[config.mk]
export PLATFORM = sky130hd
export DESIGN_NAME = smwt_top
export DESIGN_NICKNAME = d
export VERILOG_FILES = /design/src/verilog/smwt_pkg.sv /design/src/verilog/smwt_divider.sv /design/src/verilog/smwt_top.sv
export SDC_FILE = /design/constraint.sdc
export NUM_CORES = 1
export LEC_CHECK = 0
export CORE_ASPECT_RATIO = 1.4
export CORE_MARGIN = 3
export CORE_UTILIZATION = 40
export CTS_CLUSTER_DIAMETER = 50
export CTS_CLUSTER_SIZE = 28
export DETAILED_ROUTE_END_ITERATION = 7
export DONT_BUFFER_PORTS = 1
export GPL_ROUTABILITY_DRIVEN = 0
export GPL_TIMING_DRIVEN = 1
export HOLD_SLACK_MARGIN = 0.06
export MAX_ROUTING_LAYER = met4
export PLACE_DENSITY_LB_ADDON = 0.05
export SYNTH_ARGS = -nofsm -noshare
export SYNTH_HDL_FRONTEND = slang
export SYNTH_SLANG_ARGS = --single-unit
[constraint.sdc]
create_clock -name clk -period 7.97 [get_ports clk]
set_input_delay 0.797 -clock clk [delete_from_list [all_inputs] [get_ports clk]]
set_output_delay 0.797 -clock clk [all_outputs]
set_load 0.05 [all_outputs]
[src/verilog/smwt_pkg.sv]
// constants, mode codes, state encodings and state record for the sensor
// mode decoder and wake timer.
// assumes a single 20 MHz system clock that also stands in for the
// low-frequency oscillator, which is modelled as a tick derived from it.

package smwt_pkg;

   // ---------------------------------------------------------------
   // timing
   // ---------------------------------------------------------------
   localparam int CLK_FREQ_HZ = 20_000_000;
   localparam int CLK_PERIOD_NS = 50;
   localparam int OSC_FREQ_HZ = 5400;
   localparam int OSC_TICK_CYCLES = CLK_FREQ_HZ / OSC_FREQ_HZ;
   localparam int OSC_CNT_W = 12;
   localparam int WAKE_STAGES = 14;
   localparam int RESET_EXTRA_STAGES = 10;
   localparam int PULSE_TICKS = 2;
   localparam int MUX_LEAD_NS = 100;
   localparam int MUX_LEAD_RAW = (MUX_LEAD_NS + CLK_PERIOD_NS - 1) / CLK_PERIOD_NS;
   localparam int MUX_LEAD_CYCLES = (MUX_LEAD_RAW < 1) ? 1 : MUX_LEAD_RAW;
   localparam int HOLD_W = 2;
   localparam logic [HOLD_W-1:0] HOLD_LOAD = HOLD_W'(MUX_LEAD_CYCLES - 1);
   localparam logic [HOLD_W-1:0] HOLD_ZERO = 2'h0;

   // ---------------------------------------------------------------
   // mode select codes {temperature_mode_select, pressure_mode_select}
   // ---------------------------------------------------------------
   localparam logic [1:0] MODE_STANDBY = 2'h0;
   localparam logic [1:0] MODE_PRESSURE = 2'h1;
   localparam logic [1:0] MODE_TEMPERATURE = 2'h2;
   localparam logic [1:0] MODE_READ = 2'h3;

   // ---------------------------------------------------------------
   // serial threshold load
   // ---------------------------------------------------------------
   localparam int THR_W = 8;
   localparam int BIT_CNT_W = 3;
   localparam logic [BIT_CNT_W-1:0] BIT_CNT_ZERO = 3'h0;
   localparam logic [BIT_CNT_W-1:0] BIT_CNT_ONE = 3'h1;
   localparam logic [BIT_CNT_W-1:0] BIT_CNT_LAST = 3'h7;
   localparam logic [THR_W-1:0] THRESHOLD_RESET = 8'h00;

   // ---------------------------------------------------------------
   // mode state machine
   // ---------------------------------------------------------------
   typedef enum logic [5:0] {
      SMWT_ST_STANDBY = 6'h01,
      SMWT_ST_PRESS = 6'h02,
      SMWT_ST_PRESS_HOLD = 6'h04,
      SMWT_ST_TEMP = 6'h08,
      SMWT_ST_TEMP_HOLD = 6'h10,
      SMWT_ST_READ = 6'h20
   } smwt_state_t;

   typedef struct packed {
      smwt_state_t state;
      logic [HOLD_W-1:0] hold_cnt;
      logic sclk_prev;
      logic [THR_W-1:0] shift;
      logic [BIT_CNT_W-1:0] bit_cnt;
      logic [THR_W-1:0] threshold;
      logic press_en;
      logic press_mux;
      logic temp_en;
      logic temp_mux;
      logic cmp_en;
      logic out_pin;
      logic [1:0] mode;
   } smwt_top_state_t;

endpackage

[src/verilog/smwt_divider.sv]
// oscillator tick and divider chain for the wake and host reset pulses.
// assumes clk at the package rate; stage counts may be cut for simulation.

`timescale 1ns/100ps
`default_nettype none

module smwt_divider #(
   parameter int WAKE_STAGES = smwt_pkg::WAKE_STAGES,
   parameter int RESET_EXTRA_STAGES = smwt_pkg::RESET_EXTRA_STAGES
) (
   // clock and reset
   input wire logic clk,
   input wire logic arst_n,
   // pulses, low while active
   output logic wake_pulse_n,
   output logic reset_pulse_n
);

   localparam int TOTAL = WAKE_STAGES + RESET_EXTRA_STAGES;
   localparam logic [smwt_pkg::OSC_CNT_W-1:0] OSC_LAST =
      smwt_pkg::OSC_CNT_W'(smwt_pkg::OSC_TICK_CYCLES - 1);
   localparam logic [smwt_pkg::OSC_CNT_W-1:0] OSC_ZERO = 12'h000;
   localparam logic [TOTAL-1:0] CHAIN_RESET = TOTAL'(smwt_pkg::PULSE_TICKS);
   localparam logic [TOTAL-1:0] CHAIN_ONE = TOTAL'(1);
   localparam logic [WAKE_STAGES-1:0] WAKE_LIMIT = WAKE_STAGES'(smwt_pkg::PULSE_TICKS);
   localparam logic [TOTAL-1:0] RESET_LIMIT = TOTAL'(smwt_pkg::PULSE_TICKS);

   typedef struct packed {
      logic [smwt_pkg::OSC_CNT_W-1:0] osc_cnt;
      logic [TOTAL-1:0] chain;
      logic wake_n;
      logic reset_n;
   } smwt_div_state_t;

   smwt_div_state_t div_reg;
   smwt_div_state_t div_next;

   // ---------------------------------------------------------------
   // oscillator tick and chain
   // ---------------------------------------------------------------
   always_comb begin
      div_next = div_reg;
      if (div_reg.osc_cnt == OSC_LAST) begin
         div_next.osc_cnt = OSC_ZERO;
         div_next.chain = div_reg.chain + CHAIN_ONE;
      end else begin
         div_next.osc_cnt = div_reg.osc_cnt + 12'h001;
      end
      // low for the first two ticks after each overflow
      div_next.wake_n = !(div_next.chain[WAKE_STAGES-1:0] < WAKE_LIMIT);
      div_next.reset_n = !(div_next.chain < RESET_LIMIT);
   end

   always_ff @(posedge clk or negedge arst_n) begin
      if (!arst_n) begin
         div_reg.osc_cnt <= OSC_ZERO;
         div_reg.chain <= CHAIN_RESET;
         div_reg.wake_n <= 1'b1;
         div_reg.reset_n <= 1'b1;
      end else begin
         div_reg <= div_next;
      end
   end

   assign wake_pulse_n = div_reg.wake_n;
   assign reset_pulse_n = div_reg.reset_n;

endmodule

`default_nettype wire

[src/verilog/smwt_top.sv]
// mode decode, power sequencing, serial threshold load and output pin
// selection for the sensor interface.
// assumes all inputs are synchronous to clk; the analog comparator result
// arrives as cmp_above and the power and mux controls go to analog cells.

`timescale 1ns/100ps
`default_nettype none

module smwt_top #(
   parameter int WAKE_STAGES = smwt_pkg::WAKE_STAGES,
   parameter int RESET_EXTRA_STAGES = smwt_pkg::RESET_EXTRA_STAGES
) (
   // clock and reset
   input wire logic clk,
   input wire logic arst_n,
   // mode selects from the host
   input wire logic pressure_mode_select,
   input wire logic temperature_mode_select,
   // serial threshold input
   input wire logic serial_clk,
   input wire logic serial_data,
   // analog comparator result, high when sample is above threshold
   input wire logic cmp_above,
   // measurement path controls
   output logic pressure_path_en,
   output logic pressure_mux_closed,
   output logic temp_path_en,
   output logic temp_mux_closed,
   output logic comparator_en,
   output logic [smwt_pkg::THR_W-1:0] threshold_register,
   // status
   output logic [1:0] active_mode,
   // host pins
   output logic out_pin,
   output logic host_reset_n
);

   smwt_pkg::smwt_top_state_t top_reg;
   smwt_pkg::smwt_top_state_t top_next;

   logic [1:0] mode_sel;
   logic measuring;
   logic sclk_rise;
   logic sclk_fall;
   logic wake_pulse_n;
   logic reset_pulse_n;

   // ---------------------------------------------------------------
   // divider chain
   // ---------------------------------------------------------------
   smwt_divider #(
      .WAKE_STAGES(WAKE_STAGES),
      .RESET_EXTRA_STAGES(RESET_EXTRA_STAGES)
   ) u_divider (
      .clk(clk),
      .arst_n(arst_n),
      .wake_pulse_n(wake_pulse_n),
      .reset_pulse_n(reset_pulse_n)
   );

   // ---------------------------------------------------------------
   // select decode
   // ---------------------------------------------------------------
   // pad pull-downs resolve an open select to low
   assign mode_sel = {temperature_mode_select, pressure_mode_select};
   assign measuring = (mode_sel == smwt_pkg::MODE_PRESSURE) ||
                      (mode_sel == smwt_pkg::MODE_TEMPERATURE);
   assign sclk_rise = serial_clk && !top_reg.sclk_prev;
   assign sclk_fall = !serial_clk && top_reg.sclk_prev;

   // target state for a given select code
   function automatic smwt_pkg::smwt_state_t mode_target(input logic [1:0] sel);
      smwt_pkg::smwt_state_t t;
      t = smwt_pkg::SMWT_ST_STANDBY;
      case (sel)
         smwt_pkg::MODE_PRESSURE: begin
            t = smwt_pkg::SMWT_ST_PRESS;
         end
         smwt_pkg::MODE_TEMPERATURE: begin
            t = smwt_pkg::SMWT_ST_TEMP;
         end
         smwt_pkg::MODE_READ: begin
            t = smwt_pkg::SMWT_ST_READ;
         end
         default: begin
            t = smwt_pkg::SMWT_ST_STANDBY;
         end
      endcase
      return t;
   endfunction

   // ---------------------------------------------------------------
   // next state
   // ---------------------------------------------------------------
   always_comb begin
      top_next = top_reg;
      top_next.mode = mode_sel;

      // mode state machine
      case (top_reg.state)
         smwt_pkg::SMWT_ST_STANDBY,
         smwt_pkg::SMWT_ST_READ: begin
            top_next.state = mode_target(mode_sel);
         end
         smwt_pkg::SMWT_ST_PRESS: begin
            if (mode_sel != smwt_pkg::MODE_PRESSURE) begin
               // mux opens now, power stays until the hold ends
               top_next.state = smwt_pkg::SMWT_ST_PRESS_HOLD;
               top_next.hold_cnt = smwt_pkg::HOLD_LOAD;
            end
         end
         smwt_pkg::SMWT_ST_TEMP: begin
            if (mode_sel != smwt_pkg::MODE_TEMPERATURE) begin
               top_next.state = smwt_pkg::SMWT_ST_TEMP_HOLD;
               top_next.hold_cnt = smwt_pkg::HOLD_LOAD;
            end
         end
         smwt_pkg::SMWT_ST_PRESS_HOLD,
         smwt_pkg::SMWT_ST_TEMP_HOLD: begin
            if (top_reg.hold_cnt == smwt_pkg::HOLD_ZERO) begin
               top_next.state = mode_target(mode_sel);
            end else begin
               top_next.hold_cnt = top_reg.hold_cnt - 2'h1;
            end
         end
         default: begin
            top_next.state = smwt_pkg::SMWT_ST_STANDBY;
            top_next.hold_cnt = smwt_pkg::HOLD_ZERO;
         end
      endcase

      // power and mux controls follow the state
      top_next.press_en = (top_next.state == smwt_pkg::SMWT_ST_PRESS) ||
                          (top_next.state == smwt_pkg::SMWT_ST_PRESS_HOLD);
      top_next.press_mux = (top_next.state == smwt_pkg::SMWT_ST_PRESS);
      top_next.temp_en = (top_next.state == smwt_pkg::SMWT_ST_TEMP) ||
                         (top_next.state == smwt_pkg::SMWT_ST_TEMP_HOLD);
      top_next.temp_mux = (top_next.state == smwt_pkg::SMWT_ST_TEMP);
      top_next.cmp_en = (top_next.state == smwt_pkg::SMWT_ST_READ);

      // serial shift in every mode; bit count and threshold latch held off in pressure and temperature modes
      top_next.sclk_prev = serial_clk;
      if (sclk_rise) begin
         top_next.shift = {top_reg.shift[smwt_pkg::THR_W-2:0], serial_data};
      end
      if (measuring) begin
         top_next.bit_cnt = smwt_pkg::BIT_CNT_ZERO;
      end else if (sclk_fall) begin
         if (top_reg.bit_cnt == smwt_pkg::BIT_CNT_LAST) begin
            top_next.threshold = top_reg.shift;
            top_next.bit_cnt = smwt_pkg::BIT_CNT_ZERO;
         end else begin
            top_next.bit_cnt = top_reg.bit_cnt + smwt_pkg::BIT_CNT_ONE;
         end
      end

      // output pin: wake pulses in standby, comparator otherwise
      if (mode_sel == smwt_pkg::MODE_STANDBY) begin
         top_next.out_pin = wake_pulse_n;
      end else begin
         top_next.out_pin = cmp_above;
      end
   end

   // ---------------------------------------------------------------
   // state register
   // ---------------------------------------------------------------
   always_ff @(posedge clk or negedge arst_n) begin
      if (!arst_n) begin
         top_reg.state <= smwt_pkg::SMWT_ST_STANDBY;
         top_reg.hold_cnt <= smwt_pkg::HOLD_ZERO;
         top_reg.sclk_prev <= 1'b0;
         top_reg.shift <= smwt_pkg::THRESHOLD_RESET;
         top_reg.bit_cnt <= smwt_pkg::BIT_CNT_ZERO;
         top_reg.threshold <= smwt_pkg::THRESHOLD_RESET;
         top_reg.press_en <= 1'b0;
         top_reg.press_mux <= 1'b0;
         top_reg.temp_en <= 1'b0;
         top_reg.temp_mux <= 1'b0;
         top_reg.cmp_en <= 1'b0;
         top_reg.out_pin <= 1'b1;
         top_reg.mode <= smwt_pkg::MODE_STANDBY;
      end else begin
         top_reg <= top_next;
      end
   end

   // ---------------------------------------------------------------
   // outputs
   // ---------------------------------------------------------------
   assign pressure_path_en = top_reg.press_en;
   assign pressure_mux_closed = top_reg.press_mux;
   assign temp_path_en = top_reg.temp_en;
   assign temp_mux_closed = top_reg.temp_mux;
   assign comparator_en = top_reg.cmp_en;
   assign threshold_register = top_reg.threshold;
   assign active_mode = top_reg.mode;
   assign out_pin = top_reg.out_pin;
   assign host_reset_n = reset_pulse_n;

endmodule

`default_nettype wire
==> metrics.yaml <==
finish:
  drive_gt1_share_pct: 16.92
  final_nets: 339
  syn_to_final_growth_pct: 10.12
  largest_reg_flops: 36
  antenna-diode-count: 0
  fill_cells: 814
route:
  drc: 0
  dr.pass1.iters: 6
  avgRoutedWirePerCell_um: 14.56
  drt_iter0_markers: 80
  wirelength_mm: 6.261
  drtAntennaViolNets: 0
  routed-via-count: 2230
  post_drt_via_cell_ratio: 5.186
yosys:
  synth-main-ff-cell: "dfrtp_1"
  synth_edf_count: 0
  syn_inst: 323
  synthArstFlopShare_pct: 100.0
  synth-seq-area-share_pct: 51.46
  synth_seq_cells: 74
  syn_avg_cell_area_um2: 11.18
  syn-cell-area_um2: 3611
  syn-num-nets: 342
  yosys_warnings: 0
  ys_types: 50
hold_path:
  hold_path.class: "in -> async"
grt:
  antenna_found_initial: 0
  grt_pass1_vias: 2365
  grt.overflow.total: 0
  gr-usage-all-layers_pct: 14.34
  grt_pass1_wl_mm: 11.14
  grt_start_max_net_pins: 75
power_and_ir_drop:
  ir_worst_vdd_mv: 0.2004
  powerDensity_nw_per_um2: 257.9
  leakage_uw: 0.001915
floorplan:
  rows: 40
  start_util_pct: 41.47
  fp.coreArea_um2: 8708
  die_w_um: 86.30
  ioPinCount: 24
  die-area_um2: 10220
  die_h_um: 118.4
cts:
  clk_latency_ns: 0.34
  cts_resized: 0
  numCtsBuffers: 9
  htree_num_levels: 3
  cts.clk_slew.worst_paths_ns: 0.06
  clockRootBuffer: "clkbuf_16"
  cts_tree: "done"
  cts_hold_buf: 0
  cts_sinks: 74
  post_cts_buffers: 0
  cts_buffer_depth: 2
sta:
  finalSetupViolations: 0
  slew_viol_final: 0
  skew_ns: 0.01141
  max_slew_margin_pct: 33.93
  setup_ws_ns: 4.944
  min_period_ns: 3.026
  fmaxAchievable_mhz: 330.4
  finalCritPeriodShare_pct: 37.97
  grt_setup_unrepaired: "no"
  tns_ns: 0
  hold_viol: 0
  worst_slew_pin_slew_ns: 0.9856
setup_path:
  crit_fanout: 7
  critPathRequiredTime_ns: 8.23
  crit_type: "reg -> reg"
  cp_data_arrival_time_ns: 3.28
  worstRegToRegCells: 9
  r2r_end: "u_divider.reset_pulse_n"
  r2r_start: "u_divider.div_reg[26]"
  crit_start: "u_divider.div_reg[26]"
  timing.reg2reg.setup_slack_ns: 4.94
  end_kind: "flop"
  critPathLaunchType: "flop"
job:
  cap_violations: 0
placement:
  dp.final_hpwl_mm: 4.394
  dpl_worst_slack_ns: 4.967
  numPortBuffers: 0
run_status:
  status: "completed"
==> worst max path at each step <==
stage,end,slack (ns),cells after the start
3_3_place_gp,u_divider.reset_pulse_n,5.00,9
4_1_cts,u_divider.reset_pulse_n,4.93,9
2_1_floorplan,u_divider.reset_pulse_n,5.38,9
6_report,u_divider.reset_pulse_n,4.94,9
5_1_grt,u_divider.reset_pulse_n,4.72,9
3_5_place_dp,u_divider.reset_pulse_n,4.97,9
==> synth_stat cells, types with 9 or more instances <==
| cell type | count | area share [%] |
|---|---|---|
| nand2_1 | 17 | 1.8 |
| nor3_1 | 11 | 1.5 |
| xor2_1 | 17 | 4.1 |
| buf_4 | 11 | 2.3 |
| o21ai_0 | 13 | 1.8 |
| nand4_1 | 9 | 1.6 |
| nor2_1 | 29 | 3.0 |
| mux2_2 | 19 | 5.9 |
| dfrtp_1 | 69 | 48 |
| xnor2_1 | 17 | 4.1 |
| inv_1 | 16 | 1.7 |
| ha_1 | 12 | 4.2 |
| nand3_1 | 20 | 2.8 |
==> cell type report <==
class | count | area [um2] | share of cell area (%)
multi-input cells | 218 | 1594 | 40.09
well taps | 105 | 131.4 | 3.304
clock inverters | 7 | 100.1 | 2.517
inverters | 16 | 60.06 | 1.510
repair buffers | 1 | 7.507 | 0.1888
flip-flops and latches | 74 | 1858 | 46.73
clock buffers | 9 | 225.2 | 5.664
==> layout by cell type, fill, tap and decap left out, drive strengths merged, types with 2 or more instances in the layout <==
cell type,count
a21o,2
a21oi,4
and3,5
and4,2
bufinv,2
clkbuf,9
clkinvlp,2
dfrtp,69
dfstp,5
ha,12
inv,18
mux2,19
mux2i,3
nand2,17
nand2b,3
nand3,21
nand4,9
nand4b,2
nor2,30
nor3,12
nor3b,3
nor4,5
o21ai,14
o31ai,2
or3,3
or4,3
xnor2,17
xor2,17
==> routing by layer <==
layer	up-vias	GRT usage [%]	routed length (um)
met5	-	-	0
met4	0	8.382	180
met3	12	2.999	161
met2	24	23.41	3177
met1	1085	15.95	2741
li1	1109	-	-
==> stage by stage <==
step                      area (um2)  utilization (%)  power [uW]  hold slack (ns)  std cells
after CTS                       3976            45.66        1039           0.1355        430
after global placement          3651            41.93       592.4           0.4771        414
after floorplan                 3611                -       565.1           0.4497        323
after detailed placement        3651            41.93       594.2           0.4763        414
after global routing            3976            45.66        1077           0.1334        430
final                           3976            45.66        1026           0.1498        430
==> critical path, cell delays in order (launching register included) <==
cell,delay (ns)
dfrtp_1,0.41
inv_1,0.07
ha_1,0.18
nand4b_4,0.17
nor4_1,0.83
nand4_1,0.21
xor2_1,0.24
nand3_1,0.12
or4_4,0.54
nand4b_4,0.17
==> cell families (layout without fill, tap and decap cells) <==
| kind of cell | after synthesis | in the layout | share of synthesized area, % |
|---|---|---|---|
| compound gates | 30 | 30 | 5.302 |
| xor+xnor | 34 | 34 | 8.247 |
| fa+ha+maj | 12 | 12 | 4.158 |
| buf+inv | 31 | 33 | 4.400 |
| flops | 74 | 74 | 51.46 |
| mux | 22 | 22 | 6.757 |
| simple gates | 120 | 120 | 19.68 |
==> report_power, final <==
| part | internal [uW] | switching (uW) | total, uW |
|---|---|---|---|
| Combinational | 53.4 | 65.1 | 119 |
| Clock | 276 | 162 | 438 |
| Sequential | 414 | 55.3 | 469 |
Power figures use the tool's default switching activity.
